`src/rtl/event_timer_pkg.sv`:
```
// Shared constants, register map and types for the dual 8-bit event timer
package event_timer_pkg;

   // ==========================================================
   // Register bus geometry
   localparam int ADDR_W = 4;
   localparam int DATA_W = 8;

   // ==========================================================
   // Register offsets (channel b sits CHAN_STRIDE above channel a)
   localparam logic [3:0] OFS_CLKSEL  = 4'h0;
   localparam logic [3:0] OFS_MODE    = 4'h1;
   localparam logic [3:0] OFS_COMPARE = 4'h2;
   localparam logic [3:0] OFS_COUNT   = 4'h3;
   localparam logic [3:0] CHAN_STRIDE = 4'h4;
   localparam logic [3:0] OFS_OSC     = 4'h8;
   localparam logic [3:0] OFS_STATUS  = 4'h9;
   localparam logic [3:0] OFS_MASK    = 4'hA;

   // ==========================================================
   // Field positions
   localparam int MODE_ENABLE_BIT = 7;
   localparam int MODE_INVERT_BIT = 1;
   localparam int MODE_OE_BIT     = 0;
   localparam int OSC_UNDIV_BIT   = 0;

   // ==========================================================
   // Count clock select codes
   localparam logic [3:0] CLK_EXT_RISE  = 4'h0;
   localparam logic [3:0] CLK_EXT_FALL  = 4'h1;
   localparam logic [3:0] CLK_HALF_ONLY = 4'h4;
   localparam logic [3:0] CLK_INT_FIRST = 4'h5;
   localparam logic [3:0] CLK_INT_LAST  = 4'hE;
   localparam logic [3:0] CLK_INT_TOP   = 4'hF;
   localparam logic [3:0] EXP_TOP       = 4'hB;
   localparam int         PRESC_W       = 12;

   // ==========================================================
   // Values after reset
   localparam logic [3:0] RST_CLKSEL  = 4'h0;
   localparam logic [7:0] RST_COMPARE = 8'h00;
   localparam logic [7:0] RST_COUNT   = 8'h00;
   localparam logic       RST_OSC     = 1'b0;
   localparam logic [1:0] RST_MASK    = 2'h0;
   localparam logic [1:0] RST_STATUS  = 2'h0;

   // ==========================================================
   // Types
   typedef enum logic [1:0] {SRC_NONE, SRC_EXT, SRC_INT} src_e;

   typedef struct packed {
      logic       enable;
      logic       invert;
      logic       oe;
      logic [3:0] clksel;
      logic [7:0] compare;
   } chan_cfg_s;

   localparam chan_cfg_s RST_CFG = '{enable: 1'b0, invert: 1'b0, oe: 1'b0,
                                     clksel: RST_CLKSEL, compare: RST_COMPARE};

endpackage

```
`src/rtl/event_timer.sv`:
```
// Two 8-bit interval / external event counters with square-wave outputs
//
// Operation
// - Count external pin pulses in 8-bit counter
// - Increment once per selected rising/falling edge
// - On compare match clear, continue, raise interrupt
// - Decode 4-bit count clock select codes
// - Resolution one count clock, range 256
// - Mode bit picks undivided or halved base
// - Invert output on match when both enabled
// - Interrupt period is compare plus one clocks
//
// ==========================================================
// Register map (byte addresses on the plain register port)
//   0x0       count clock select, channel a, bits 3:0
//   0x1       mode, channel a: bit 7 run, bit 1 invert, bit 0 pin drive
//   0x2       compare value, channel a
//   0x3       live count, channel a, read only
//   0x4..0x7  the same four registers for channel b
//   0x8       bit 0 set runs the internal base at the undivided clock
//   0x9       sticky match status, bit 0 a, bit 1 b, write one to clear
//   0xA       interrupt mask, same layout as the status
//   Other addresses read as zero and ignore writes
//
// ==========================================================
// Count clock select codes
//   0x0       rising edges on the event pin
//   0x1       falling edges on the event pin
//   0x4       every core clock, legal only while the base is halved
//   0x5..0xE  2^(code-5) core clocks, doubled while halved
//   0xF       2^11 core clocks, doubled while halved
//   Any other code gives no count clock, so the counter sits still
//
// ==========================================================
// Timing notes
//   The internal divider runs free from reset, so the first count
//   after a start may come up to one count clock early.
//   Event pins pass two flip-flops before an edge is looked for;
//   an edge reaches the counter three core clocks after it arrives.
//   Pin levels shorter than one core clock may be lost.
//   A match clears the counter on the counting edge and shows as a
//   one-cycle match pulse from that same edge; the sticky status bit
//   follows on the next edge and the interrupt output with it.
//   A compare value below the live count lets the counter run on
//   through 0xFF and back to zero before the next match.
//   Mode and clock select changes are meant for a stopped channel;
//   changing them while running is not guarded here.
//   Stopping a channel holds the count at zero and freezes the
//   wave flip-flop at its last level.
//
// ==========================================================
// Pin sharing
//   The wave output enable follows the pin drive bit alone;
//   software must also free the port side of the shared pin.
//   While the enable is low the pin is an input for the event logic.
//
// ==========================================================
// Interrupts
//   Each channel has a one-cycle match pulse of its own, and both
//   feed the sticky status. A match that lands in the same cycle
//   as a write-one-to-clear keeps its status bit set, so no event
//   is lost to a late clear.
//   The level interrupt is high while any unmasked status bit is set.
//
// ==========================================================
// Reset
//   Every register returns to zero: channels stopped, clock select
//   0, compare 0, base halved, mask and status clear, pins undriven.
//
// Added by the designer: the plain strobed port and the placing of the registers.
`timescale 1ns/1ns

module event_timer #(
   parameter int NUM_CHAN = 2
) (
   input  wire logic       i_core_clk,
   input  wire logic       i_rst_n,
   input  wire logic [3:0] i_addr,
   input  wire logic [7:0] i_wdata,
   input  wire logic       i_wr,
   input  wire logic       i_rd,
   output logic      [7:0] o_rdata,
   input  wire logic       i_event_input_a,
   input  wire logic       i_event_input_b,
   output logic            o_wave_output_a,
   output logic            o_wave_output_oe_a,
   output logic            o_wave_output_b,
   output logic            o_wave_output_oe_b,
   output logic            o_match_irq_a,
   output logic            o_match_irq_b,
   output logic            o_irq
);

   // ==========================================================
   // Elaboration check
   if (NUM_CHAN != 2) begin : g_bad_chan
      $error("event_timer serves exactly two channels");
   end

   // ==========================================================
   // Shared state
   event_timer_pkg::chan_cfg_s cfg       [2];
   logic [7:0]                 count     [2];
   logic                       match_q   [2];
   logic                       wave      [2];
   logic                       event_in  [2];
   logic                       match_evt [2];

   logic                                  undivided;
   logic                                  next_undivided;
   logic [1:0]                            irq_status;
   logic [1:0]                            next_irq_status;
   logic [1:0]                            irq_mask;
   logic [1:0]                            next_irq_mask;
   logic [7:0]                            rdata;
   logic [7:0]                            next_rdata;
   logic [event_timer_pkg::PRESC_W-1:0]   presc;
   logic [event_timer_pkg::PRESC_W-1:0]   next_presc;

   assign event_in[0] = i_event_input_a;
   assign event_in[1] = i_event_input_b;

   // ==========================================================
   // Free-running oscillator prescaler shared by both channels
   always_comb begin
      next_presc = presc + 12'h001;
   end

   always_ff @(posedge i_core_clk or negedge i_rst_n) begin
      if (!i_rst_n) begin
         presc <= '0;
      end else begin
         presc <= next_presc;
      end
   end

   // ==========================================================
   // Per-channel logic
   for (genvar ch = 0; ch < 2; ch++) begin : g_chan
      localparam logic [3:0] BASE = 4'(ch * 4);

      event_timer_pkg::chan_cfg_s next_cfg;
      logic [7:0]                 next_count;
      logic                       next_match;
      logic                       next_wave;
      logic                       sync1;
      logic                       sync2;
      logic                       sync3;
      event_timer_pkg::src_e      src;
      logic [3:0]                 expo;
      logic [12:0]                tick_mask;
      logic                       ext_edge;
      logic                       tick;
      logic                       hit;

      // Configuration writes; a running counter is expected to be stopped first
      always_comb begin
         next_cfg = cfg[ch];
         if (i_wr && i_addr == BASE + event_timer_pkg::OFS_CLKSEL) begin
            next_cfg.clksel = i_wdata[3:0];
         end
         if (i_wr && i_addr == BASE + event_timer_pkg::OFS_MODE) begin
            next_cfg.enable = i_wdata[event_timer_pkg::MODE_ENABLE_BIT];
            next_cfg.invert = i_wdata[event_timer_pkg::MODE_INVERT_BIT];
            next_cfg.oe     = i_wdata[event_timer_pkg::MODE_OE_BIT];
         end
         if (i_wr && i_addr == BASE + event_timer_pkg::OFS_COMPARE) begin
            next_cfg.compare = i_wdata;
         end
      end

      always_ff @(posedge i_core_clk or negedge i_rst_n) begin
         if (!i_rst_n) begin
            cfg[ch] <= event_timer_pkg::RST_CFG;
         end else begin
            cfg[ch] <= next_cfg;
         end
      end

      // Two-stage synchroniser; the third stage only serves edge detection
      always_ff @(posedge i_core_clk or negedge i_rst_n) begin
         if (!i_rst_n) begin
            sync1 <= 1'b0;
            sync2 <= 1'b0;
            sync3 <= 1'b0;
         end else begin
            sync1 <= event_in[ch];
            sync2 <= sync1;
            sync3 <= sync2;
         end
      end

      // Count clock decode; prohibited codes give no tick at all
      always_comb begin
         src  = event_timer_pkg::SRC_NONE;
         expo = 4'h0;
         case (cfg[ch].clksel)
            event_timer_pkg::CLK_EXT_RISE: begin
               src = event_timer_pkg::SRC_EXT;
            end
            event_timer_pkg::CLK_EXT_FALL: begin
               src = event_timer_pkg::SRC_EXT;
            end
            event_timer_pkg::CLK_HALF_ONLY: begin
               if (!undivided) begin
                  src = event_timer_pkg::SRC_INT;
               end
            end
            event_timer_pkg::CLK_INT_TOP: begin
               src  = event_timer_pkg::SRC_INT;
               expo = event_timer_pkg::EXP_TOP + {3'h0, !undivided};
            end
            default: begin
               if (cfg[ch].clksel >= event_timer_pkg::CLK_INT_FIRST &&
                   cfg[ch].clksel <= event_timer_pkg::CLK_INT_LAST) begin
                  src  = event_timer_pkg::SRC_INT;
                  expo = cfg[ch].clksel - event_timer_pkg::CLK_INT_FIRST
                         + {3'h0, !undivided};
               end
            end
         endcase
      end

      // Tick generation: one tick per count clock period
      always_comb begin
         tick_mask = (13'h0001 << expo) - 13'h0001;
         if (cfg[ch].clksel == event_timer_pkg::CLK_EXT_FALL) begin
            ext_edge = sync3 && !sync2;
         end else begin
            ext_edge = !sync3 && sync2;
         end
         case (src)
            event_timer_pkg::SRC_EXT: tick = ext_edge;
            event_timer_pkg::SRC_INT: tick = (presc & tick_mask[11:0]) == tick_mask[11:0];
            default:                  tick = 1'b0;
         endcase
      end

      // Counter, match and output flip-flop
      always_comb begin
         hit        = cfg[ch].enable && tick && count[ch] == cfg[ch].compare;
         next_match = hit;
         next_wave  = wave[ch];
         if (!cfg[ch].enable) begin
            next_count = event_timer_pkg::RST_COUNT;
         end else if (hit) begin
            next_count = 8'h00;
         end else if (tick) begin
            next_count = count[ch] + 8'h01;
         end else begin
            next_count = count[ch];
         end
         if (hit && cfg[ch].invert && cfg[ch].oe) begin
            next_wave = !wave[ch];
         end
      end

      always_ff @(posedge i_core_clk or negedge i_rst_n) begin
         if (!i_rst_n) begin
            count[ch]   <= event_timer_pkg::RST_COUNT;
            match_q[ch] <= 1'b0;
            wave[ch]    <= 1'b0;
         end else begin
            count[ch]   <= next_count;
            match_q[ch] <= next_match;
            wave[ch]    <= next_wave;
         end
      end

      assign match_evt[ch] = match_q[ch];
   end

   // ==========================================================
   // Global registers: oscillator mode, interrupt status and mask
   always_comb begin
      next_undivided  = undivided;
      next_irq_mask   = irq_mask;
      next_irq_status = irq_status;
      if (i_wr && i_addr == event_timer_pkg::OFS_OSC) begin
         next_undivided = i_wdata[event_timer_pkg::OSC_UNDIV_BIT];
      end
      if (i_wr && i_addr == event_timer_pkg::OFS_MASK) begin
         next_irq_mask = i_wdata[1:0];
      end
      // Write-one-to-clear; a new match in the same cycle wins over the clear
      if (i_wr && i_addr == event_timer_pkg::OFS_STATUS) begin
         next_irq_status = irq_status & ~i_wdata[1:0];
      end
      next_irq_status = next_irq_status | {match_evt[1], match_evt[0]};
   end

   // Read data is registered so it stands in the cycle after the strobe only
   always_comb begin
      next_rdata = 8'h00;
      if (i_rd) begin
         case (i_addr)
            event_timer_pkg::OFS_CLKSEL:  next_rdata = {4'h0, cfg[0].clksel};
            event_timer_pkg::OFS_MODE:    next_rdata = {cfg[0].enable, 5'h00,
                                                        cfg[0].invert, cfg[0].oe};
            event_timer_pkg::OFS_COMPARE: next_rdata = cfg[0].compare;
            event_timer_pkg::OFS_COUNT:   next_rdata = count[0];
            event_timer_pkg::CHAN_STRIDE + event_timer_pkg::OFS_CLKSEL:
               next_rdata = {4'h0, cfg[1].clksel};
            event_timer_pkg::CHAN_STRIDE + event_timer_pkg::OFS_MODE:
               next_rdata = {cfg[1].enable, 5'h00, cfg[1].invert, cfg[1].oe};
            event_timer_pkg::CHAN_STRIDE + event_timer_pkg::OFS_COMPARE:
               next_rdata = cfg[1].compare;
            event_timer_pkg::CHAN_STRIDE + event_timer_pkg::OFS_COUNT:
               next_rdata = count[1];
            event_timer_pkg::OFS_OSC:     next_rdata = {7'h00, undivided};
            event_timer_pkg::OFS_STATUS:  next_rdata = {6'h00, irq_status};
            event_timer_pkg::OFS_MASK:    next_rdata = {6'h00, irq_mask};
            default:                      next_rdata = 8'h00;
         endcase
      end
   end

   always_ff @(posedge i_core_clk or negedge i_rst_n) begin
      if (!i_rst_n) begin
         undivided  <= event_timer_pkg::RST_OSC;
         irq_mask   <= event_timer_pkg::RST_MASK;
         irq_status <= event_timer_pkg::RST_STATUS;
         rdata      <= 8'h00;
      end else begin
         undivided  <= next_undivided;
         irq_mask   <= next_irq_mask;
         irq_status <= next_irq_status;
         rdata      <= next_rdata;
      end
   end

   // ==========================================================
   // Outputs; the pin only carries the wave once software frees the port side
   assign o_rdata            = rdata;
   assign o_wave_output_a    = wave[0];
   assign o_wave_output_oe_a = cfg[0].oe;
   assign o_wave_output_b    = wave[1];
   assign o_wave_output_oe_b = cfg[1].oe;
   assign o_match_irq_a      = match_q[0];
   assign o_match_irq_b      = match_q[1];
   assign o_irq              = |(irq_status & irq_mask);

endmodule

```
`config.mk`:
```
export PLATFORM = sky130hd
export DESIGN_NAME = event_timer
export DESIGN_NICKNAME = d
export VERILOG_FILES = /design/src/rtl/event_timer_pkg.sv /design/src/rtl/event_timer.sv
export SDC_FILE = /design/constraint.sdc
export NUM_CORES = 1
export LEC_CHECK = 0
export BUFFER_PORTS_ARGS = -buffer_cell sky130_fd_sc_hd__buf_2
export CAP_MARGIN = 20
export CORE_ASPECT_RATIO = 0.5
export CORE_MARGIN = 2
export CORE_UTILIZATION = 60
export CTS_CLUSTER_DIAMETER = 150
export DETAILED_ROUTE_END_ITERATION = 8
export GPL_ROUTABILITY_DRIVEN = 1
export HOLD_SLACK_MARGIN = 0.1
export PLACE_DENSITY = 0.88
export SLEW_MARGIN = 20
export SYNTH_ARGS = -nofsm -noshare
export SYNTH_HDL_FRONTEND = slang
export SYNTH_SLANG_ARGS = --single-unit
```
`constraint.sdc`:
```
create_clock -name i_core_clk -period 5.6 [get_ports i_core_clk]
set_clock_uncertainty 0.15 [all_clocks]
set_input_delay 1.12 -clock i_core_clk [delete_from_list [all_inputs] [get_ports i_core_clk]]
set_output_delay 1.12 -clock i_core_clk [all_outputs]
set_load 0.005 [all_outputs]
```
After elaboration in Yosys (flattened, before gate mapping)
Cells that the tools add are included.
- shift-type cells: 2
- add/sub/neg operators: 10
- muxes and demuxes: 22
- reduce and logical (&&, ||, !) cells: 38
- bitwise operators: 6
- $lt $le $gt $ge: 4
- equality and inequality tests: 26
- operators by type and width (operator ; count):
    8-bit one-hot mux with 11 select lines ; 1
    8-bit two-way mux ; 7
    12-bit bitwise AND ; 2
    12-bit equality test ; 2
    4-bit by 3-bit equality test with 1-bit output, second input constant ; 6
    1-bit by 4-bit left shift with 12-bit output, first input constant ; 2
    12-bit by 1-bit subtractor with 12-bit output, second input constant ; 2
    1-bit logical AND ; 23
    4-bit equality test, second input constant ; 5
    8-bit by 1-bit adder with 8-bit output, second input constant ; 2
    8-bit equality test ; 2
    4-bit one-hot mux with 2 select lines ; 2
    12-bit by 1-bit adder with 12-bit output, second input constant ; 1
    4-bit by 1-bit equality test with 1-bit output, second input constant ; 3
    4-bit logical NOT ; 3
    2-bit one-hot mux with 3 select lines ; 2
    4-bit by 1-bit adder with 4-bit output ; 2
    4-bit by 2-bit equality test with 1-bit output, second input constant ; 2
    4-bit by 3-bit greater-or-equal comparator with 1-bit output, second input constant ; 2
    4-bit <= comparator, second input constant ; 2
    2-bit two-way mux ; 4
    4-bit two-way mux ; 2
    4-bit by 3-bit subtractor with 4-bit output, second input constant ; 2
    1-bit logical NOT ; 7
    other kinds (11) ; 20
- bits of input ports: 18
- flip-flop bits (word level): 81
- output and inout port bits: 15

Logic depth before layout (Yosys ltp)
Gate-level depths: netlist (run 1).
- depth in word-level cells: 13
- gate-level depth with buffers: 21
- depth with buffers taken out: 18

Worst setup path after synthesis (run 1)
OpenSTA, ideal clock, no wires.
- path type: register -> register
- from: register cfg[23] (netlist name)
- to: register count[15] (netlist name)
- buffers on the path: 2
- data required time: 5.366 ns
- arrival time: 3.845 ns
- path slack: 1.521 ns
- cell stages (with the launch flop): 21
- library setup time: 0.084 ns
- path through: dfrtp_1 -> buf_2 -> inv_1 -> ha_1 -> ha_1 -> nor2b_1 -> o2bb2ai_1 -> nor2_1 -> nor3_1 -> inv_1 -> ha_1 -> clkbuf_1 -> inv_1 -> o221a_2 -> o211a_1 -> a21oi_1 -> o2bb2ai_1 -> a2111oi_0 -> a31oi_1 -> or4_1 -> a21boi_0
- word-level cells in the longest chain between the ends: 13
- RTL lines (item ; line ; source):
    start, declared ; event_timer.sv:102 ; event_timer_pkg::chan_cfg_s cfg [2];
    start signal, assigned by index ; event_timer.sv:174 ; cfg[ch] <= event_timer_pkg::RST_CFG;
    start signal, assigned by index ; event_timer.sv:176 ; cfg[ch] <= next_cfg;
    4-bit by 3-bit subtractor with 4-bit output, or another cell as far along ; event_timer.sv:217 ; expo = cfg[ch].clksel - event_timer_pkg::CLK_INT_FIRST
    4-bit by 1-bit adder with 4-bit output or 1-bit logical AND (tied branches) ; event_timer.sv:218, event_timer.sv:214 ;
    4-bit two-way mux ; event_timer.sv:214 ; if (cfg[ch].clksel >= event_timer_pkg::CLK_INT_FIRST &&
    4-bit one-hot mux with 2 select lines ; event_timer.sv:197 ; case (cfg[ch].clksel)
    1-bit by 4-bit left shift with 12-bit output ; event_timer.sv:226 ; tick_mask = (13'h0001 << expo) - 13'h0001;
    12-bit by 1-bit subtractor with 12-bit output ; event_timer.sv:226 ;
    12-bit bitwise AND ; event_timer.sv:234 ; event_timer_pkg::SRC_INT: tick = (presc & tick_mask[11:0]) == tick_mask[11:0];
    12-bit equality test ; event_timer.sv:234 ;
    1-bit one-hot mux with 2 select lines * ; event_timer.sv:232 ; case (src)
    1-bit logical AND (2 in series) ; event_timer.sv:241 ; hit = cfg[ch].enable && tick && count[ch] == cfg[ch].compare;
    8-bit two-way mux ; event_timer.sv:246 ; end else if (hit) begin
    8-bit two-way mux ; event_timer.sv:244 ; if (!cfg[ch].enable) begin
    end signal, assigned by index ; event_timer.sv:260 ; count[ch] <= event_timer_pkg::RST_COUNT;
    end signal, assigned by index ; event_timer.sv:264 ; count[ch] <= next_count;
    end, declared ; event_timer.sv:103 ; logic [7:0] count [2];
Every way passes the cells marked *; elsewhere a longest branch is shown, timed or not.
A chain may end at the register's enable or synchronous reset.

Final worst setup path (run 1)
- from: register cfg[23] (netlist name)
- to: register count[14] (netlist name)
The elaborated chain is that of the path after synthesis.

==> impl_table.tex, run 1 <==
\begin{tabular}{lr}
\hline
Metric & Value \\
\hline
\multicolumn{2}{l}{\textbf{Status}} \\
\quad Status & finished, final reports clean \\
\multicolumn{2}{l}{\textbf{Worst setup path}} \\
\quad Data arrival time of the critical path & 4.82 ns \\
\quad Depth of the most critical reg-to-reg path & 19 \\
\quad Endpoint of the most critical setup path & count[14] \\
\quad Worst setup EP type & flip-flop \\
\quad Crit-path max FO & 18 \\
\quad Crit Path Category & flip-flop to flip-flop \\
\quad Worst EP required & 5.71 ns \\
\quad Element type at the critical path start & flip-flop \\
\quad R2r setup slk & 0.89 ns \\
\quad Critical path startpoint & cfg[23] \\
\quad Worst r2r src & cfg[23] \\
\quad Reg2Reg Capture Point & count[14] \\
\multicolumn{2}{l}{\textbf{Yosys}} \\
\quad Mean instance size in the synthesized netlist & 9.39 µm² \\
\quad Synthesized area & 0.00517 mm² \\
\quad Total of flip-flops plus latches after synthesis & 81 \\
\quad Area share of the largest cell type after synthesis & 39.2\% \\
\quad Top post-synthesis cells by area & sky130\_fd\_sc\_hd\_\_dfrtp\_1 39\%, sky130\_fd\_sc\_hd\_\_mux2\_2 7.2\%, sky130\_fd\_sc\_hd\_\_mux2i\_1 3.7\%, sky130\_fd\_sc\_hd\_\_nand2\_1 3.5\%, sky130\_fd\_sc\_hd\_\_ha\_1 3.1\% \\
\quad Share of async-settable or async-resettable flops after synthesis & 100\% \\
\quad Yosys warns & 0 \\
\quad Fraction of the yosys area taken by sequential cells & 39.2\% \\
\quad Commonest cells in the netlist & 81 x sky130\_fd\_sc\_hd\_\_dfrtp\_1, 48 x sky130\_fd\_sc\_hd\_\_nand2\_1, 38 x sky130\_fd\_sc\_hd\_\_nor2\_1 \\
\quad Post-synth top area cell & sky130\_fd\_sc\_hd\_\_dfrtp\_1 \\
\quad Post-Synthesis Net Count & 582 \\
\quad Synthesized netlist cell count & 551 \\
\quad Top FF cell, synth & sky130\_fd\_sc\_hd\_\_dfrtp\_1 \\
\quad Post-synth EDFFs & 0 \\
\quad Cell with the most instances after synthesis & sky130\_fd\_sc\_hd\_\_dfrtp\_1 \\
\quad Distinct cells, synth & 67 \\
\multicolumn{2}{l}{\textbf{Routing}} \\
\quad Via count & 4,310 \\
\quad Count of routing violations after the opening detailed-route iteration & 421 \\
\quad Initial DRT Pass Iterations & 5 \\
\quad Post-detailed-route wirelength per cell & 17.6 µm \\
\quad Total detailed-routing wirelength & 12,000 µm \\
\quad Number of vias per cell after detailed routing & 6.32 \\
\quad Post-DRT Antenna Nets & 0 \\
\quad Post-detailed-route DRC marker count & 0 \\
\multicolumn{2}{l}{\textbf{Clocking}} \\
\quad Largest buffer count on any clock path & 2 \\
\quad Clock tree from TritonCTS & built \\
\quad Post-CTS Hold Fix Bufs & 0 \\
\quad Clock latency at the later pin of the worst-skew pair & 0.35 ns \\
\quad Cell chosen for the clock root & sky130\_fd\_sc\_hd\_\_clkbuf\_16 \\
\quad Clock slew at the register clock pins of the worst setup and hold paths & 0.06 ns \\
\quad CTS sink count & 81 \\
\quad Post-CTS Resized & 0 \\
\quad Clock H-tree levels & 3 \\
\quad Post-CTS setup buffer count & 0 \\
\quad Clock buffers created by TritonCTS & 9 \\
\multicolumn{2}{l}{\textbf{Pwr}} \\
\quad Power per unit of standard cell area & 359 mW/mm² \\
\quad Peak supply drop & 0.000241 V \\
\quad Leakage dissipation & 2.44 nW \\
\multicolumn{2}{l}{\textbf{Global route}} \\
\quad Pin count of the biggest net entering global routing & 82 \\
\quad Initial antenna violation count & 0 \\
\quad GRT Max-Usage Layer & met2 \\
\quad Global-route wire length before repair & 20,400 µm \\
\quad Routing usage on met2 & 42.6\% \\
\quad Vias in the first global route & 4,065 \\
\quad Met3 layer usage reported by global route & 6.80\% \\
\quad Routing usage on met1 & 37.9\% \\
\quad Global-route usage over all layers & 27.3\% \\
\quad Grt ovf & 0 \\
\multicolumn{2}{l}{\textbf{Placed design}} \\
\quad DPL Wire Length & 8270 µm \\
\quad Last weighted congestion value of the routability-driven placer & 0.903 \\
\quad Post-Place Cell Area & 0.00534 mm² \\
\quad I/O Buffers & 32 \\
\multicolumn{2}{l}{\textbf{Min path}} \\
\quad Kind of path behind the tightest hold check & flip-flop to flip-flop \\
\multicolumn{2}{l}{\textbf{Cells and area}} \\
\quad Combined area of the multi-input logic cells & 0.00290 mm² \\
\quad Share of cells above drive strength 1 & 16.8\% \\
\quad Sequential standard cell area & 0.00203 mm² \\
\quad Area added between synthesis and finish & 8.78\% \\
\quad Final Cell Area & 0.00563 mm² \\
\quad Final \#Nets & 596 \\
\quad Count of inserted antenna diode cells & 0 \\
\quad \# fillers & 624 \\
\multicolumn{2}{l}{\textbf{Timing}} \\
\quad Minimum period implied by the final worst setup slack & 4.71 ns \\
\quad Final worst hold slack & 0.198 ns \\
\quad Unrepaired setup endpoints after global routing & false \\
\quad Max frequency & 0.212 GHz \\
\quad Worst rel slew slack & 41.8\% \\
\quad Hold violation total from the final report & 0 \\
\quad Final count of pins violating max slew & 0 \\
\quad Slew @ Worst Pin & 0.869 ns \\
\quad Tcrit/Tclk final & 84.0\% \\
\quad Number of setup violations in the final report & 0 \\
\quad Setup TNS after final layout & 0 ns \\
\multicolumn{2}{l}{\textbf{Flow run}} \\
\quad Max cap viols & 0 \\
\multicolumn{2}{l}{\textbf{Floorplan}} \\
\quad Starting utilization of the core area & 63.3\% \\
\quad Die height & 69.7 µm \\
\quad Die Area & 0.00942 mm² \\
\quad Horizontal extent of the die & 135 µm \\
\quad Number of placement rows & 23 \\
\quad Placeable core area & 0.00817 mm² \\
\quad Number of top-level design ports & 33 \\
\hline
\end{tabular}
cell type report:
class	instances	share of cell area, %
well taps	112	2.49
repair buffers	33	3.09
inverters	28	1.87
clock buffers	10	4.07
flip-flops and latches	81	36.0
clock inverters	6	0.912
multi-input cells	412	51.5
sequential cells by signal, summed over array words and instances (netlist names):
register            flops
count                  16
o_wave_output_oe_b      1
presc                  12
o_match_irq_b           1
irq_mask                2
o_wave_output_oe_a      1
o_wave_output_b         1
g_chan.sync2            2
cfg                    28
o_wave_output_a         1
g_chan.sync1            2
o_rdata                 8
o_match_irq_a           1
irq_status              2
g_chan.sync3            2
undivided               1
how the worst min path moves through the flow:
| stage | from | endpoint | slack (ns) | depth (start not counted) |
|---|---|---|---|---|
| floorplan | g_chan[0].sync1 | g_chan[0].sync2 | 0.18 | 0 |
| global placement | g_chan[1].sync1 | g_chan[1].sync2 | 0.18 | 0 |
| detailed placement | g_chan[0].sync1 | g_chan[0].sync2 | 0.19 | 0 |
| CTS | g_chan[0].sync1 | g_chan[0].sync2 | 0.20 | 0 |
| global route | g_chan[0].sync1 | g_chan[0].sync2 | 0.21 | 0 |
| finish | g_chan[0].sync1 | g_chan[0].sync2 | 0.20 | 0 |
cells by family (layout without fill, tap and decap cells):
logic type	after synthesis	count (layout)	share of synthesized area (%)
xor gates and xnor gates	30	30	5.08
buffers and inverters	58	77	4.74
adders and majority gates	13	13	3.14
and+or+nand+nor	196	196	19.7
muxes	52	52	10.9
DFF	81	81	39.2
AOI/OAI and AO/OA	121	121	17.3
where the power goes:
group	internal (mW)	switching (mW)
combinational	0.310	0.387
clock	0.307	0.257
sequential	0.649	0.111
total	1.27	0.755
per-stage QoR:
step                      worst slack (ns)  std cells  power, mW  utilization (%)
after floorplan                       1.52        551       1.31                -
after global placement                1.15        666       1.43             65.4
after detailed placement             0.997        666       1.45             65.4
after CTS                            0.957        682       2.02             68.8
after global routing                 0.550        682       2.16             68.8
final                                0.894        682       2.02             68.8
worst max-delay path: stages (launching register included):
cell                        delay [ns]
sky130_fd_sc_hd__dfrtp_1          0.56
sky130_fd_sc_hd__inv_1            0.11
sky130_fd_sc_hd__ha_1             0.26
sky130_fd_sc_hd__ha_1             0.25
sky130_fd_sc_hd__nor2b_1          0.21
sky130_fd_sc_hd__o2bb2ai_1        0.11
sky130_fd_sc_hd__nor2_1           0.23
sky130_fd_sc_hd__nor3_1           0.11
sky130_fd_sc_hd__inv_1            0.08
sky130_fd_sc_hd__ha_1             0.34
sky130_fd_sc_hd__inv_1            0.15
sky130_fd_sc_hd__o221a_2          0.15
sky130_fd_sc_hd__o211a_1          0.13
sky130_fd_sc_hd__a21oi_1          0.11
sky130_fd_sc_hd__o2bb2ai_1        0.07
sky130_fd_sc_hd__a2111oi_0        0.51
sky130_fd_sc_hd__a31oi_1          0.15
sky130_fd_sc_hd__buf_4            0.22
sky130_fd_sc_hd__or4_1            0.52
sky130_fd_sc_hd__a21boi_1         0.19
placed cells by master (no fill, tap or decap), drive strengths merged, types with 5 or more instances in the layout:
master   n
dfrtp   81
or4      5
o32a     6
xnor2   17
nand3   26
nand2   48
ha      13
o22ai    6
mux2i   19
inv     31
a22oi    6
nor3    14
nor2b    8
nand2b   9
a21o     6
xor2    13
a21oi   22
mux2    33
o31ai    5
o211ai   7
nor2    38
a21boi   6
o21ai   21
nand3b   6
clkbuf  10
buf     33
nand4    8
and3    10
routing by layer:
metal  part of all wire (%)  wire (µm)
met1                     47       5640
met2                     46       5560
met3                    5.2        631
met4                    1.6        191
met5                      0          0
No activity file was read; power rests on OpenSTA's default activity.
==> run 2: changes to the inputs <==
==> constraint.sdc (replaced) <==
create_clock -name i_core_clk -period 4.66 [get_ports i_core_clk]
set_clock_uncertainty 0.15 [all_clocks]
set_input_delay 0.932 -clock i_core_clk [delete_from_list [all_inputs] [get_ports i_core_clk]]
set_output_delay 0.932 -clock i_core_clk [all_outputs]
set_load 0.005 [all_outputs]
==> run 2 against run 1 <==
Core utilization increased by 0.49 points. Count of clock-buffer cells in the layout decreased by 1. Total power increased by 22%. Global-route usage increased by 0.68 points. Die area unchanged. Via count increased by 3.5%. Combinational power increased by 28%. Critical path type unchanged. Worst hold slack improved by 0.0083 ns. Non-clock buffer count increased by 3. Sequential power increased by 19%. Final area increased by 0.71%. Worst setup slack got worse by 0.57 ns.
==> impl_table.tex, run 2 (synthesis results as in run 1) <==
\begin{tabular}{lr}
\hline
Metric & Value \\
\hline
\multicolumn{2}{l}{\textbf{Cells and area}} \\
\quad Flip-flop count of the largest register, all copies and words added & 28 \\
\quad Register name with the most flops & cfg \\
\quad Final \#Nets & 599 \\
\quad Final Cell Area & 0.00567 mm² \\
\quad Share of cells above drive strength 1 & 18.0\% \\
\quad Registers with the highest flip-flop counts & cfg: 28 flops, count: 16 flops, presc: 12 flops \\
\quad Area added between synthesis and finish & 9.55\% \\
\quad Most frequent standard cell in the layout excluding fill and tap cells & sky130\_fd\_sc\_hd\_\_dfrtp\_1 \\
\quad Top library cells by usage in the layout, fill and taps aside & 80 x sky130\_fd\_sc\_hd\_\_dfrtp\_1, 48 x sky130\_fd\_sc\_hd\_\_nand2\_1, 37 x sky130\_fd\_sc\_hd\_\_nor2\_1, 33 x sky130\_fd\_sc\_hd\_\_mux2\_2, 31 x sky130\_fd\_sc\_hd\_\_buf\_2 \\
\quad Post-layout utilization of the core & 69.3\% \\
\quad Count of inserted antenna diode cells & 0 \\
\multicolumn{2}{l}{\textbf{Timing}} \\
\quad Number of setup violations in the final report & 0 \\
\quad Tcrit/Tclk final & 93.0\% \\
\quad Hold violation total from the final report & 0 \\
\quad Final worst hold slack & 0.207 ns \\
\quad Worst rel slew slack & 43.6\% \\
\quad Final count of pins violating max slew & 0 \\
\quad Max frequency & 0.231 GHz \\
\quad Setup TNS after final layout & 0 ns \\
\quad Slew @ Worst Pin & 0.844 ns \\
\quad Unrepaired setup endpoints after global routing & false \\
\quad Minimum period implied by the final worst setup slack & 4.33 ns \\
\multicolumn{2}{l}{\textbf{Global route}} \\
\quad Initial antenna violation count & 0 \\
\quad Pin count of the biggest net entering global routing & 82 \\
\quad Vias in the first global route & 4,339 \\
\quad Global-route usage over all layers & 27.9\% \\
\quad Grt ovf & 0 \\
\quad Global-route wire length before repair & 21,000 µm \\
\multicolumn{2}{l}{\textbf{Pwr}} \\
\quad Net Switching & 0.935 mW \\
\quad Power per unit of standard cell area & 436 mW/mm² \\
\quad Combinational group share of total power & 36.2\% \\
\quad Switching share of power & 37.9\% \\
\quad Peak supply drop & 0.000302 V \\
\quad Cell-internal power & 1.54 mW \\
\quad Reg power frac & 36.5\% \\
\quad Clock network power share & 27.3\% \\
\quad Leakage dissipation & 2.46 nW \\
\quad Overall Power & 2.47 mW \\
\multicolumn{2}{l}{\textbf{Worst setup path}} \\
\quad Worst r2r src & cfg[26] \\
\quad Depth of the most critical reg-to-reg path & 16 \\
\quad Reg2Reg Capture Point & count[15] \\
\quad Element type at the critical path start & flip-flop \\
\quad Worst EP required & 4.76 ns \\
\quad Endpoint of the most critical setup path & count[15] \\
\quad Crit-path max FO & 18 \\
\quad Critical path startpoint & cfg[26] \\
\quad Worst setup EP type & flip-flop \\
\quad Crit Path Category & flip-flop to flip-flop \\
\quad R2r setup slk & 0.33 ns \\
\quad Data arrival time of the critical path & 4.43 ns \\
\multicolumn{2}{l}{\textbf{Clocking}} \\
\quad Clock tree from TritonCTS & built \\
\quad Clock latency at the later pin of the worst-skew pair & 0.34 ns \\
\quad Clock buffers created by TritonCTS & 9 \\
\quad Cell chosen for the clock root & sky130\_fd\_sc\_hd\_\_clkbuf\_16 \\
\quad CTS sink count & 81 \\
\quad Largest buffer count on any clock path & 2 \\
\quad Post-CTS setup buffer count & 0 \\
\quad Clock H-tree levels & 3 \\
\quad Clock slew at the register clock pins of the worst setup and hold paths & 0.07 ns \\
\quad Post-CTS Hold Fix Bufs & 0 \\
\quad Post-CTS Resized & 0 \\
\multicolumn{2}{l}{\textbf{Routing}} \\
\quad Post-detailed-route wirelength per cell & 18.5 µm \\
\quad Count of routing violations after the opening detailed-route iteration & 442 \\
\quad Initial DRT Pass Iterations & 5 \\
\quad Number of vias per cell after detailed routing & 6.51 \\
\quad Total detailed-routing wirelength & 12,600 µm \\
\quad Via count & 4,460 \\
\quad Post-DRT Antenna Nets & 0 \\
\quad Post-detailed-route DRC marker count & 0 \\
\multicolumn{2}{l}{\textbf{Floorplan}} \\
\quad Starting utilization of the core area & 63.3\% \\
\quad Number of placement rows & 23 \\
\quad Horizontal extent of the die & 135 µm \\
\quad Die Area & 0.00942 mm² \\
\quad Placeable core area & 0.00817 mm² \\
\quad Number of top-level design ports & 33 \\
\quad Die height & 69.7 µm \\
\multicolumn{2}{l}{\textbf{Min path}} \\
\quad Kind of path behind the tightest hold check & flip-flop to flip-flop \\
\multicolumn{2}{l}{\textbf{Flow run}} \\
\quad Max cap viols & 0 \\
\multicolumn{2}{l}{\textbf{Placed design}} \\
\quad I/O Buffers & 32 \\
\quad Post-Place Cell Area & 0.00537 mm² \\
\quad Last weighted congestion value of the routability-driven placer & 0.942 \\
\quad DPL Wire Length & 8620 µm \\
\multicolumn{2}{l}{\textbf{Status}} \\
\quad Status & finished, final reports clean \\
\hline
\end{tabular}
## run 2: critical path, cell delays in order, from the launching register on
cell                        delay, ns
sky130_fd_sc_hd__dfrtp_1         0.67
sky130_fd_sc_hd__and4_1          0.38
sky130_fd_sc_hd__nand2_1         0.14
sky130_fd_sc_hd__o21ai_1         0.30
sky130_fd_sc_hd__nor3_1          0.13
sky130_fd_sc_hd__inv_1           0.09
sky130_fd_sc_hd__ha_2            0.27
sky130_fd_sc_hd__inv_1           0.13
sky130_fd_sc_hd__o221a_2         0.14
sky130_fd_sc_hd__o211a_1         0.14
sky130_fd_sc_hd__a21oi_1         0.12
sky130_fd_sc_hd__o2bb2ai_1       0.08
sky130_fd_sc_hd__a2111oi_1       0.42
sky130_fd_sc_hd__a31oi_1         0.15
sky130_fd_sc_hd__buf_4           0.22
sky130_fd_sc_hd__or4_1           0.50
sky130_fd_sc_hd__a21boi_0        0.20
## run 2: power by group through the flow
stage / Clock [mW] / Combinational [mW] / Sequential (mW)
5_1_grt: 0.712 / 0.987 / 0.914
6_report: 0.673 / 0.895 / 0.902
3_5_place_dp: 0 / 0.858 / 0.909
3_3_place_gp: 0 / 0.828 / 0.903
2_1_floorplan: 0 / 0.726 / 0.846
4_1_cts: 0.680 / 0.867 / 0.897
## run 2: worst min-delay path by stage
stage / end / start / depth (start not counted)
after global placement: g_chan[0].sync2 / g_chan[0].sync1 / 0
after CTS: g_chan[1].sync2 / g_chan[1].sync1 / 0
after detailed placement: g_chan[1].sync2 / g_chan[1].sync1 / 0
after floorplan: g_chan[0].sync2 / g_chan[0].sync1 / 0
final: g_chan[1].sync2 / g_chan[1].sync1 / 0
after global routing: g_chan[1].sync2 / g_chan[1].sync1 / 0
## run 2: layout make-up
class | count | area (µm²)
clock buffers | 9 | 225
clock inverters | 7 | 53.8
fillers | 580 | 2510
inverters | 28 | 105
multi-input cells | 412 | 2920
flip-flops and latches | 81 | 2030
well taps | 112 | 140
repair buffers | 36 | 196
## run 2: layer usage
layer	up-vias	GRT usage (%)	part of all wire [%]
li1	2053	-	-
met1	2149	36.6	43
met2	219	44.8	48
met3	39	6.29	7.0
met4	0	11.9	2.8
met5	-	0	0
## run 2: stage by stage
stage / instances / setup slack, ns
2_1_floorplan: 551 / 0.581
3_3_place_gp: 669 / 0.322
3_5_place_dp: 669 / 0.280
4_1_cts: 685 / 0.201
5_1_grt: 685 / 0.0140
6_report: 685 / 0.327
